--- src/pkg/afp_pkg.sv ---
// afp_pkg: constants and carrier types for the amplifier fault-protection sequencer
// assumes a 40 MHz sys_clk and comparator flags from the analog sensors
package afp_pkg;
    // ------------------------------------------------------------
    // timing
    // ------------------------------------------------------------
    localparam int CLK_HZ = 40_000_000;
    localparam int RESTART_MS = 100;
    localparam int DIAG_MIN_MS = 100;
    localparam int MS_CYCLES = CLK_HZ / 1000;
    localparam int MS_CNT_W = 16;
    localparam logic [MS_CNT_W-1:0] MS_LAST = MS_CNT_W'(MS_CYCLES - 1);
    localparam int MS_W = 8;
    localparam logic [MS_W-1:0] RESTART_MS_CNT = MS_W'(RESTART_MS);
    localparam logic [MS_W-1:0] DIAG_MS_CNT = MS_W'(DIAG_MIN_MS);
    localparam logic [MS_W-1:0] MS_ZERO = 8'h00;
    localparam logic [MS_W-1:0] MS_ONE = 8'h01;

    // ------------------------------------------------------------
    // gain foldback and integrator
    // ------------------------------------------------------------
    localparam int GAIN_W = 4;
    // gain attenuation in 1 dB steps; full step count reached before shutdown
    localparam logic [GAIN_W-1:0] GAIN_ATT_NONE = 4'h0;
    localparam logic [GAIN_W-1:0] GAIN_ATT_MAX = 4'h6;
    localparam int INTEG_W = 8;
    localparam logic [INTEG_W-1:0] INTEG_DEPTH_DEF = 8'h20;
    localparam logic [INTEG_W-1:0] INTEG_ZERO = 8'h00;

    // ------------------------------------------------------------
    // carriers
    // ------------------------------------------------------------
    typedef struct packed {
        logic warn_hi;      // at or above warning_temp
        logic warn_lo;      // below warning_release_temp
        logic fold_hi;      // above foldback_start_temp
        logic shut_hi;      // at or above shutdown_temp
    } afp_temp_t;

    typedef struct packed {
        logic oc_hi;        // high-side switch over current_limit_level
        logic oc_lo;        // low-side switch over current_limit_level
        logic low_z;        // short below short_impedance_limit
    } afp_oc_t;

    typedef enum {
        AFP_STANDBY,
        AFP_WINDOW,
        AFP_RUN,
        AFP_OC_OFF,
        AFP_OT_OFF
    } afp_state_t;
endpackage

--- src/verilog/afp_ctrl.sv ---
// afp_ctrl: thermal foldback, overtemperature, overcurrent and window protection
// assumes comparator flags are asynchronous; pwm_cycle is a one-cycle pulse per switching period
`timescale 1ns/1ps
module afp_ctrl
    import afp_pkg::*;
(
    input wire logic sys_clk,
    input wire logic rst,
    input wire logic pwm_cycle,
    input wire logic pwm_hs_in,
    input wire logic amp_enable,
    input wire logic foldback_disable,
    input wire afp_temp_t temp_flags,
    input wire afp_oc_t oc_flags,
    input wire logic out_short_supply,
    input wire logic [INTEG_W-1:0] integ_depth,
    output logic switching_en,
    output logic pwm_hs,
    output logic pwm_ls,
    output logic [GAIN_W-1:0] gain_atten,
    output logic [INTEG_W-1:0] integ_level,
    output logic thermal_warn_n_o,
    output logic thermal_warn_n_oe,
    output logic fault_diag_n_o,
    output logic fault_diag_n_oe
);

    // ------------------------------------------------------------
    // input synchronisers: three stages, change once 2nd and 3rd agree
    // ------------------------------------------------------------
    localparam int SYNC_W = 9;
    // window input resets to short present: no start before the
    // three-stage pipe has seen the real pin
    localparam logic [SYNC_W-1:0] SYNC_RST = 9'h002;
    logic [SYNC_W-1:0] s1_reg, s2_reg, s3_reg, flt_reg;
    logic [SYNC_W-1:0] raw_in;
    assign raw_in = {temp_flags, oc_flags, out_short_supply, foldback_disable};

    always_ff @(posedge sys_clk or posedge rst) begin
        if (rst) begin
            s1_reg <= SYNC_RST;
            s2_reg <= SYNC_RST;
            s3_reg <= SYNC_RST;
        end else begin
            s1_reg <= raw_in;
            s2_reg <= s1_reg;
            s3_reg <= s2_reg;
        end
    end

    always_ff @(posedge sys_clk or posedge rst) begin
        if (rst) begin
            flt_reg <= SYNC_RST;
        end else begin
            for (int i = 0; i < SYNC_W; i++) begin
                if (s2_reg[i] == s3_reg[i]) begin
                    flt_reg[i] <= s3_reg[i];
                end
            end
        end
    end

    afp_temp_t t_s;
    afp_oc_t oc_s;
    logic short_s, fb_dis_s;
    assign {t_s, oc_s, short_s, fb_dis_s} = flt_reg;

    // ------------------------------------------------------------
    // millisecond timebase
    // ------------------------------------------------------------
    logic [MS_CNT_W-1:0] ms_div_reg;
    logic ms_tick;
    assign ms_tick = (ms_div_reg == MS_LAST);

    always_ff @(posedge sys_clk or posedge rst) begin
        if (rst) begin
            ms_div_reg <= '0;
        end else if (ms_tick) begin
            ms_div_reg <= '0;
        end else begin
            ms_div_reg <= ms_div_reg + 1'b1;
        end
    end

    function automatic logic [MS_W-1:0] ms_dec(input logic [MS_W-1:0] v);
        ms_dec = (v == MS_ZERO) ? MS_ZERO : v - MS_ONE;
    endfunction

    // ------------------------------------------------------------
    // thermal warning with hysteresis
    // ------------------------------------------------------------
    logic warn_reg;
    always_ff @(posedge sys_clk or posedge rst) begin
        if (rst) begin
            warn_reg <= 1'b0;
        end else if (t_s.warn_hi) begin
            warn_reg <= 1'b1;
        end else if (t_s.warn_lo) begin
            warn_reg <= 1'b0;
        end
    end

    // ------------------------------------------------------------
    // gain foldback: one step per ms while in foldback band
    // ------------------------------------------------------------
    logic [GAIN_W-1:0] gain_reg;
    always_ff @(posedge sys_clk or posedge rst) begin
        if (rst) begin
            gain_reg <= GAIN_ATT_NONE;
        end else if (fb_dis_s) begin
            gain_reg <= GAIN_ATT_NONE;
        end else if (ms_tick) begin
            if (t_s.fold_hi && gain_reg != GAIN_ATT_MAX) begin
                gain_reg <= gain_reg + 1'b1;
            end else if (!t_s.fold_hi && gain_reg != GAIN_ATT_NONE) begin
                gain_reg <= gain_reg - 1'b1;
            end
        end
    end

    // ------------------------------------------------------------
    // sequencer
    // ------------------------------------------------------------
    afp_state_t state_reg;
    logic [MS_W-1:0] tmr_reg;
    logic [INTEG_W-1:0] integ_reg;
    logic oc_any, running, oc_trip;
    assign oc_any = oc_s.oc_hi | oc_s.oc_lo;
    assign running = (state_reg == AFP_RUN);
    // overcurrent seen on a low-impedance short
    function automatic logic low_z_event(input afp_oc_t f);
        low_z_event = (f.oc_hi | f.oc_lo) & f.low_z;
    endfunction

    assign oc_trip = running && pwm_cycle && low_z_event(oc_s);

    always_ff @(posedge sys_clk or posedge rst) begin
        if (rst) begin
            integ_reg <= INTEG_DEPTH_DEF;
        end else if (!running) begin
            integ_reg <= integ_depth;
        end else if (pwm_cycle) begin
            if (low_z_event(oc_s)) begin
                if (integ_reg != INTEG_ZERO) begin
                    integ_reg <= integ_reg - 1'b1;
                end
            end else if (integ_reg < integ_depth) begin
                integ_reg <= integ_reg + 1'b1;
            end
        end
    end

    logic depleted;
    assign depleted = oc_trip && (integ_reg <= INTEG_W'(1));

    always_ff @(posedge sys_clk or posedge rst) begin
        if (rst) begin
            state_reg <= AFP_STANDBY;
            tmr_reg <= MS_ZERO;
        end else begin
            if (ms_tick) begin
                tmr_reg <= ms_dec(tmr_reg);
            end
            case (state_reg)
                AFP_STANDBY: begin
                    if (amp_enable) begin
                        state_reg <= AFP_WINDOW;
                    end
                end
                AFP_WINDOW: begin
                    // hold until short clears, then start directly
                    if (!amp_enable) begin
                        state_reg <= AFP_STANDBY;
                    end else if (t_s.shut_hi) begin
                        state_reg <= AFP_OT_OFF;
                        tmr_reg <= RESTART_MS_CNT;
                    end else if (!short_s) begin
                        state_reg <= AFP_RUN;
                    end
                end
                AFP_RUN: begin
                    if (!amp_enable) begin
                        state_reg <= AFP_STANDBY;
                    end else if (t_s.shut_hi) begin
                        state_reg <= AFP_OT_OFF;
                        tmr_reg <= RESTART_MS_CNT;
                    end else if (depleted) begin
                        state_reg <= AFP_OC_OFF;
                        tmr_reg <= RESTART_MS_CNT;
                    end
                end
                AFP_OC_OFF: begin
                    // retry every 100 ms via window check
                    if (!amp_enable) begin
                        state_reg <= AFP_STANDBY;
                    end else if (tmr_reg == MS_ZERO) begin
                        state_reg <= AFP_WINDOW;
                    end
                end
                AFP_OT_OFF: begin
                    // restart timer runs only while cool
                    if (!amp_enable) begin
                        state_reg <= AFP_STANDBY;
                    end else if (t_s.shut_hi) begin
                        tmr_reg <= RESTART_MS_CNT;
                    end else if (tmr_reg == MS_ZERO) begin
                        state_reg <= AFP_WINDOW;
                    end
                end
                default: begin
                    state_reg <= AFP_STANDBY;
                end
            endcase
        end
    end

    // ------------------------------------------------------------
    // power switch drive
    // ------------------------------------------------------------
    logic hs_reg, ls_reg, lim_reg;
    always_ff @(posedge sys_clk or posedge rst) begin
        if (rst) begin
            hs_reg <= 1'b0;
            ls_reg <= 1'b0;
        end else if (!running) begin
            hs_reg <= 1'b0;
            ls_reg <= 1'b0;
        // turn off faulty switch, turn on complement
        end else if (oc_s.oc_hi) begin
            hs_reg <= 1'b0;
            ls_reg <= 1'b1;
        end else if (oc_s.oc_lo) begin
            hs_reg <= 1'b1;
            ls_reg <= 1'b0;
        end else begin
            hs_reg <= pwm_hs_in;
            ls_reg <= !pwm_hs_in;
        end
    end

    // limiting flag follows switching cycle: set on event, cleared at next cycle
    always_ff @(posedge sys_clk or posedge rst) begin
        if (rst) begin
            lim_reg <= 1'b0;
        end else if (!running) begin
            lim_reg <= 1'b0;
        end else if (oc_any) begin
            lim_reg <= 1'b1;
        end else if (pwm_cycle) begin
            lim_reg <= 1'b0;
        end
    end

    // ------------------------------------------------------------
    // fault diagnostic
    // ------------------------------------------------------------
    logic [MS_W-1:0] diag_tmr_reg;
    logic run_d_reg, diag_reg, pulse_reg;
    always_ff @(posedge sys_clk or posedge rst) begin
        if (rst) begin
            run_d_reg <= 1'b0;
            diag_tmr_reg <= MS_ZERO;
        end else begin
            run_d_reg <= running;
            // minimum width after any protective stop
            if (run_d_reg && !running) begin
                diag_tmr_reg <= DIAG_MS_CNT;
            end else if (ms_tick) begin
                diag_tmr_reg <= ms_dec(diag_tmr_reg);
            end
        end
    end

    // toggle at switching rate while limiting
    always_ff @(posedge sys_clk or posedge rst) begin
        if (rst) begin
            pulse_reg <= 1'b0;
        end else if (!lim_reg) begin
            pulse_reg <= 1'b0;
        end else if (pwm_cycle) begin
            pulse_reg <= 1'b1;
        end else if (!pwm_hs_in) begin
            pulse_reg <= 1'b0;
        end
    end

    always_ff @(posedge sys_clk or posedge rst) begin
        if (rst) begin
            diag_reg <= 1'b1;
        end else begin
            diag_reg <= !running || (diag_tmr_reg != MS_ZERO) || pulse_reg;
        end
    end

    // ------------------------------------------------------------
    // outputs
    // ------------------------------------------------------------
    assign switching_en = running;
    // drives gated by the run state: off in the very cycle
    // the sequencer leaves run, not one edge later
    assign pwm_hs = hs_reg && running;
    assign pwm_ls = ls_reg && running;
    assign gain_atten = gain_reg;
    assign integ_level = integ_reg;
    // open drain: oe low pulls pin low
    assign thermal_warn_n_o = 1'b0;
    assign thermal_warn_n_oe = !warn_reg;
    assign fault_diag_n_o = 1'b0;
    assign fault_diag_n_oe = !diag_reg;
endmodule

--- config.mk ---
export PLATFORM = sky130hd
export DESIGN_NAME = afp_ctrl
export DESIGN_NICKNAME = d
export VERILOG_FILES = /design/src/pkg/afp_pkg.sv /design/src/verilog/afp_ctrl.sv
export SDC_FILE = /design/constraint.sdc
export NUM_CORES = 1
export LEC_CHECK = 0
export BUFFER_PORTS_ARGS = -buffer_cell sky130_fd_sc_hd__buf_2
export CORE_ASPECT_RATIO = 1.4
export CORE_MARGIN = 3
export CORE_UTILIZATION = 29
export CTS_CLUSTER_DIAMETER = 120
export DETAILED_ROUTE_END_ITERATION = 10
export GPL_TIMING_DRIVEN = 1
export PLACE_DENSITY = 0.43
export SYNTH_ARGS = -nofsm -noshare
export SYNTH_HDL_FRONTEND = slang
export SYNTH_SLANG_ARGS = --single-unit
--- constraint.sdc ---
create_clock -name sys_clk -period 3.8 [get_ports sys_clk]
set_clock_uncertainty 0.15 [all_clocks]
set_input_delay 0.38 -clock sys_clk [delete_from_list [all_inputs] [get_ports sys_clk]]
set_output_delay 0.38 -clock sys_clk [all_outputs]
set_load 0.02 [all_outputs]
==> out/results.txt, run 1 <==
Worst R2R Start -> ms_div_reg[8]$_DFF_PP0_
Netlist cell types -> 55
drt initial violations -> 148
initial antenna violation count -> 0
Startpoint Class -> register
final worst-path cycle share -> 0.803
Max Freq -> 328 MHz
synthesized area -> 4350 um2
CP endpoint kind -> register
clock tree from TritonCTS -> done
synthesized instance count -> 420
register area share after synthesis -> 0.519
maximum fanout along the worst path -> 18
status -> finished clean
placer congestion estimate -> 0.783
switch share -> 0.291
# Post-CTS Setup Buffers -> 0
count leader, synth -> dfrtp_1
Logic pwr share -> 0.121
H-Tree Depth -> 3
syn_area_per_cell -> 10.4 um2
final setup TNS -> 0 ns
clock slew at reported path FFs -> 0.07 ns
number of enable flip-flop cells after synthesis -> 0
r2r endpoint -> gain_atten[3]$_DFFE_PP0P_
Core Region -> 14600 um2
largest net degree at the start of global routing -> 46
Synth Flop Type -> dfrtp_1
Ys Warns -> 0
worst-skew pair later-pin latency -> 0.35 ns
placed inst area -> 4750 um2
root buffer cell -> clkbuf_16
VDD IR max -> 0.262 mV
Final Net Count -> 510
DRC Markers -> 0
fraction of layout cells with a size suffix above 1 -> 0.148
cts bufs inserted -> 9
Worst EP required -> 3.93 ns
First-pass DRT Iterations -> 4
Layout Utilization -> 0.353
CTS Buffer Depth -> 2
global-route wire length before repair -> 16100 um
clock power share -> 0.401
routed via count -> 3225
vias in the first global route -> 3251
top-area cell type share of the netlist area -> 0.483
kind of critical path -> register to register
Fin. Hold Viols -> 0
switching pwr -> 0.000658 W
GRT Util Overall -> 0.125
power per cell area -> 439 nW/um2
P&R area growth vs syn -> 18.3%
R2R Setup Slk -> 0.75 ns
FFs w/ async S/R, synth -> 1.00
clock sink total -> 90
min cycle time layout -> 3.05 ns
WL/cell -> 14.3 um
Max-slew headroom -> 0.386
Leakage -> 2.24 nW
grt total ovfl -> 0
Max Slew Vio Count -> 0
die height -> 151 um
sequential share of power -> 0.478
Cell Int Power -> 0.00160 W
max reg flops -> 16
IO Pins -> 41
Min-Delay Path Class -> primary input to async pin
most frequent cells after synthesis -> dfrtp_1 (84), nor2_1 (36), inv_1 (28)
max_cap viols -> 0
Setup Viol. Count Final -> 0
diode count -> 0
top cells by area, synth -> dfrtp_1 (48%), ha_1 (5.2%), dfstp_2 (3.6%), nor2_1 (3.1%), inv_1 (2.4%)
Via density -> 4.86
Die W -> 110 um
Total Die Area -> 16500 um2
DPL Wire Length -> 6680 um
Site Rows -> 52
Worst-Margin Slew -> 0.921 ns
WP data arrival -> 3.18 ns
DRT Wirelength -> 9460 um
RSZ-0062 raised after global routing -> false
post-synth top area cell -> dfrtp_1
number of synthesized register bits -> 90
post-route design area -> 5150 um2
Reg2Reg Depth -> 5
buffers added on ports -> 38
Initial Util -> 0.299
Antenna Nets Post-Route -> 0
==> worst max-delay path: stages, from the launching register on <==
cell and delay [ns]:
dfrtp_1 0.40, or4b_1 0.54, or3b_1 0.54, or2_0 0.58, or4_1 0.63, a21oi_1 0.14
==> timing repair <==
item	CTS	global route
hold buffers	9	0
hold endpoints to repair	9	0
resized for setup	0	0
==> stage by stage <==
stage / cells / hold WS (ns) / power (W) / worst slack, ns
CTS: 663 / 0.0369 / 0.00230 / 0.755
floorplan: 421 / 0.181 / 0.00128 / 0.945
global placement: 638 / 0.184 / 0.00137 / 0.798
finish: 663 / 0.00208 / 0.00226 / 0.750
detailed placement: 638 / 0.186 / 0.00137 / 0.776
global route: 663 / 0.0709 / 0.00239 / 0.589
==> power by group through the flow <==
stage / Combinational [W] / Clock [W] / Sequential [W]
2_1_floorplan: 0.000195 / 0 / 0.00108
3_3_place_gp: 0.000269 / 0 / 0.00110
3_5_place_dp: 0.000273 / 0 / 0.00110
4_1_cts: 0.000281 / 0.000944 / 0.00108
5_1_grt: 0.000314 / 0.000980 / 0.00109
6_report: 0.000273 / 0.000905 / 0.00108
==> logic make-up after synthesis <==
family | Yosys count | share of synthesized area
flops | 90 | 0.519
buf+inv | 44 | 0.0420
xor+xnor | 19 | 0.0382
compound gates | 69 | 0.103
mux | 8 | 0.0184
fa+ha+maj | 28 | 0.0770
other cells | 1 | 0.000861
simple gates | 161 | 0.202
==> placed cells by master (no fill, tap or decap), types with 7 or more instances in the layout <==
cell type	synthesis	layout
nand4_1	8	8
xnor2_1	12	12
and2_1	11	11
inv_1	28	27
or4_1	9	9
nor3_1	14	14
nand2_1	20	20
nand2b_1	7	7
mux2i_1	8	8
a21oi_1	19	19
dlygate4sd3_1	0	9
clkbuf_16	0	9
dfrtp_1	84	84
nor2_1	36	36
or3_1	7	7
nor4_1	7	7
xor2_1	7	7
buf_2	2	38
maj3_1	9	9
and3_1	7	7
ha_1	18	18
nand3_1	14	14
o21ai_0	15	15
==> layout make-up <==
type / instances / area, um2
multi-input combinational: 287 / 1920
timing repair buffer: 53 / 325
tap: 189 / 236
clock inverter: 7 / 81.3
clock buffer: 9 / 225
sequential: 90 / 2260
fill: 1507 / 9420
inverter: 28 / 106
==> per-layer routing <==
metal | vias to the layer above | part of all wire | global-route usage
li1 | 1594 | - | -
met1 | 1562 | 0.43 | 0.154
met2 | 49 | 0.51 | 0.207
met3 | 20 | 0.027 | 0.0281
met4 | 0 | 0.027 | 0.0568
met5 | - | 0 | 0
==> worst max-delay path by stage <==
stage | slack, ns | start | depth (start not counted) | to
after floorplan | 0.94 | rst | 1 | diag_tmr_reg[0]$_DFFE_PP0P_
after detailed placement | 0.78 | ms_div_reg[9]$_DFF_PP0_ | 5 | gain_atten[3]$_DFFE_PP0P_
after CTS | 0.76 | ms_div_reg[9]$_DFF_PP0_ | 5 | gain_atten[3]$_DFFE_PP0P_
final | 0.75 | ms_div_reg[8]$_DFF_PP0_ | 5 | gain_atten[3]$_DFFE_PP0P_
after global routing | 0.59 | ms_div_reg[8]$_DFF_PP0_ | 5 | gain_atten[3]$_DFFE_PP0P_
after global placement | 0.80 | ms_div_reg[8]$_DFF_PP0_ | 5 | gain_atten[3]$_DFFE_PP0P_
(Power assumes the default switching activity.)
==> run 2, diff against run 1 <==
==> constraint.sdc (replaced) <==
create_clock -name sys_clk -period 3.15 [get_ports sys_clk]
set_clock_uncertainty 0.15 [all_clocks]
set_input_delay 0.315 -clock sys_clk [delete_from_list [all_inputs] [get_ports sys_clk]]
set_output_delay 0.315 -clock sys_clk [all_outputs]
set_load 0.02 [all_outputs]
==> out/results.txt, run 2 (same netlist as run 1, synthesis figures left out) <==
status -> finished clean
fraction of layout cells with a size suffix above 1 -> 0.154
initial antenna violation count -> 0
final setup TNS -> 0 ns
die height -> 151 um
Reg2Reg Depth -> 6
Antenna Nets Post-Route -> 0
DPL Wire Length -> 6690 um
buffers added on ports -> 38
Hold Path Sink -> integ_level[0]$_DFFE_PP0P_
Site Rows -> 52
largest net degree at the start of global routing -> 52
Worst EP required -> 3.27 ns
power per cell area -> 523 nW/um2
RSZ-0062 raised after global routing -> false
placer congestion estimate -> 0.828
area of the multi-input gates -> 1920 um2
DRC Markers -> 0
# Post-CTS Setup Buffers -> 0
WL/cell -> 13.9 um
DRT Wirelength -> 9260 um
drt initial violations -> 135
Leakage -> 2.27 nW
Setup Viol. Count Final -> 0
clock power share -> 0.396
Placed Cells -> 642
WP data arrival -> 2.80 ns
routed via count -> 3238
cts bufs inserted -> 9
sequential share of power -> 0.477
grt total ovfl -> 0
min cycle time layout -> 2.69 ns
clock sink total -> 90
CP endpoint kind -> register
VDD IR max -> 0.311 mV
hold_sp -> integ_depth[0]
r2r endpoint -> diag_tmr_reg[7]$_DFFE_PP0P_
Core Region -> 14600 um2
Final Non-Filler Cells -> 668
Die W -> 110 um
most frequent cells in the layout -> dfrtp_1 (84), buf_2 (38), nor2_1 (36)
cts hold-fix bufs -> 10
# fillers -> 1511
Cell Int Power -> 0.00194 W
First-pass DRT Iterations -> 4
diode count -> 0
Startpoint Class -> register
commonest non-fill, non-tap cell in the layout -> dfrtp_1
GRT Util Overall -> 0.123
Max-slew headroom -> 0.432
Max Slew Vio Count -> 0
Logic pwr share -> 0.127
Total Die Area -> 16500 um2
worst hold margin -> 0.0515 ns
root buffer cell -> clkbuf_16
R2R Setup Slk -> 0.46 ns
H-Tree Depth -> 3
hold depth -> 3
vias in the first global route -> 3274
final worst-path cycle share -> 0.853
top routing layer used -> met4
Met2 Routed Length -> 4720 um
register area -> 2260 um2
Max Freq -> 372 MHz
pre-CTS WS -> 0.484 ns
P&R area growth vs syn -> 19.4%
Fin. Hold Viols -> 0
Worst R2R Start -> ms_div_reg[8]$_DFF_PP0_
Crit. Startpoint -> ms_div_reg[8]$_DFF_PP0_
post-CTS sizing -> 0
global-route wire length before repair -> 15900 um
Final Net Count -> 515
max reg flops -> 16
Tot Pwr -> 0.00272 W
kind of critical path -> register to register
PnR worst setup slack -> 0.464 ns
clock tree from TritonCTS -> done
Worst-Margin Slew -> 0.844 ns
switch share -> 0.287
metal3 WL -> 248 um
IO Pins -> 41
Initial Util -> 0.299
Via density -> 4.85
worst-skew pair later-pin latency -> 0.34 ns
max_cap viols -> 0
switching pwr -> 0.000780 W
CTS Buffer Depth -> 2
maximum fanout along the worst path -> 14
Min-Delay Path Class -> primary input to register
clock slew at reported path FFs -> 0.07 ns
M1 wire length -> 4060 um
run 2: cell count changes in the layout (fill, tap and decap cells not counted):
cell | before | now
buf_12 | 0 | 1
inv_8 | 2 | 3
inv_6 | 2 | 1
clkinv_4 | 1 | 2
clkinv_8 | 2 | 0
inv_12 | 0 | 1
dlygate4sd3_1 | 9 | 10
buf_4 | 6 | 9
run 2: routing by layer:
layer | GRT usage | vias to the layer above
li1 | - | 1605
met1 | 0.151 | 1571
met2 | 0.205 | 48
met3 | 0.0243 | 14
met4 | 0.0586 | 0
met5 | 0 | -
run 2: critical path, stage by stage, from the launching register on:
cell and delay [ns]:
dfrtp_1 0.40, or4b_1 0.54, or3b_1 0.41, or2_0 0.28, buf_4 0.22, or4_1 0.47
a21oi_1 0.15
run 2: area by class of cell:
class | count | share of cell area
inverters | 28 | 0.0205
flip-flops and latches | 90 | 0.435
well taps | 189 | 0.0455
repair buffers | 58 | 0.0727
clock buffers | 9 | 0.0433
clock inverters | 7 | 0.0147
multi-input cells | 287 | 0.369
run 2: stage by stage:
step / utilization / area (um2)
global placement: 0.329 / 4800
floorplan: - / 4360
finish: 0.357 / 5200
detailed placement: 0.329 / 4800
global route: 0.357 / 5200
CTS: 0.357 / 5200
run 2: worst max-delay path by stage:
stage | endpoint | slack (ns) | cells after the start
final | diag_tmr_reg[7]$_DFFE_PP0P_ | 0.46 | 6
after global routing | diag_tmr_reg[7]$_DFFE_PP0P_ | 0.34 | 6
after CTS | diag_tmr_reg[7]$_DFFE_PP0P_ | 0.44 | 6
after detailed placement | diag_tmr_reg[7]$_DFFE_PP0P_ | 0.48 | 6
after global placement | diag_tmr_reg[7]$_DFFE_PP0P_ | 0.47 | 6
after floorplan | diag_tmr_reg[0]$_DFFE_PP0P_ | 0.36 | 1
run 2: power groups by stage:
stage	clock network [W]	registers, W	logic [W]
after floorplan	0	0.00131	0.000235
after global placement	0	0.00132	0.000341
after detailed placement	0	0.00132	0.000342
after CTS	0.00113	0.00130	0.000352
after global routing	0.00117	0.00131	0.000392
final	0.00108	0.00130	0.000346
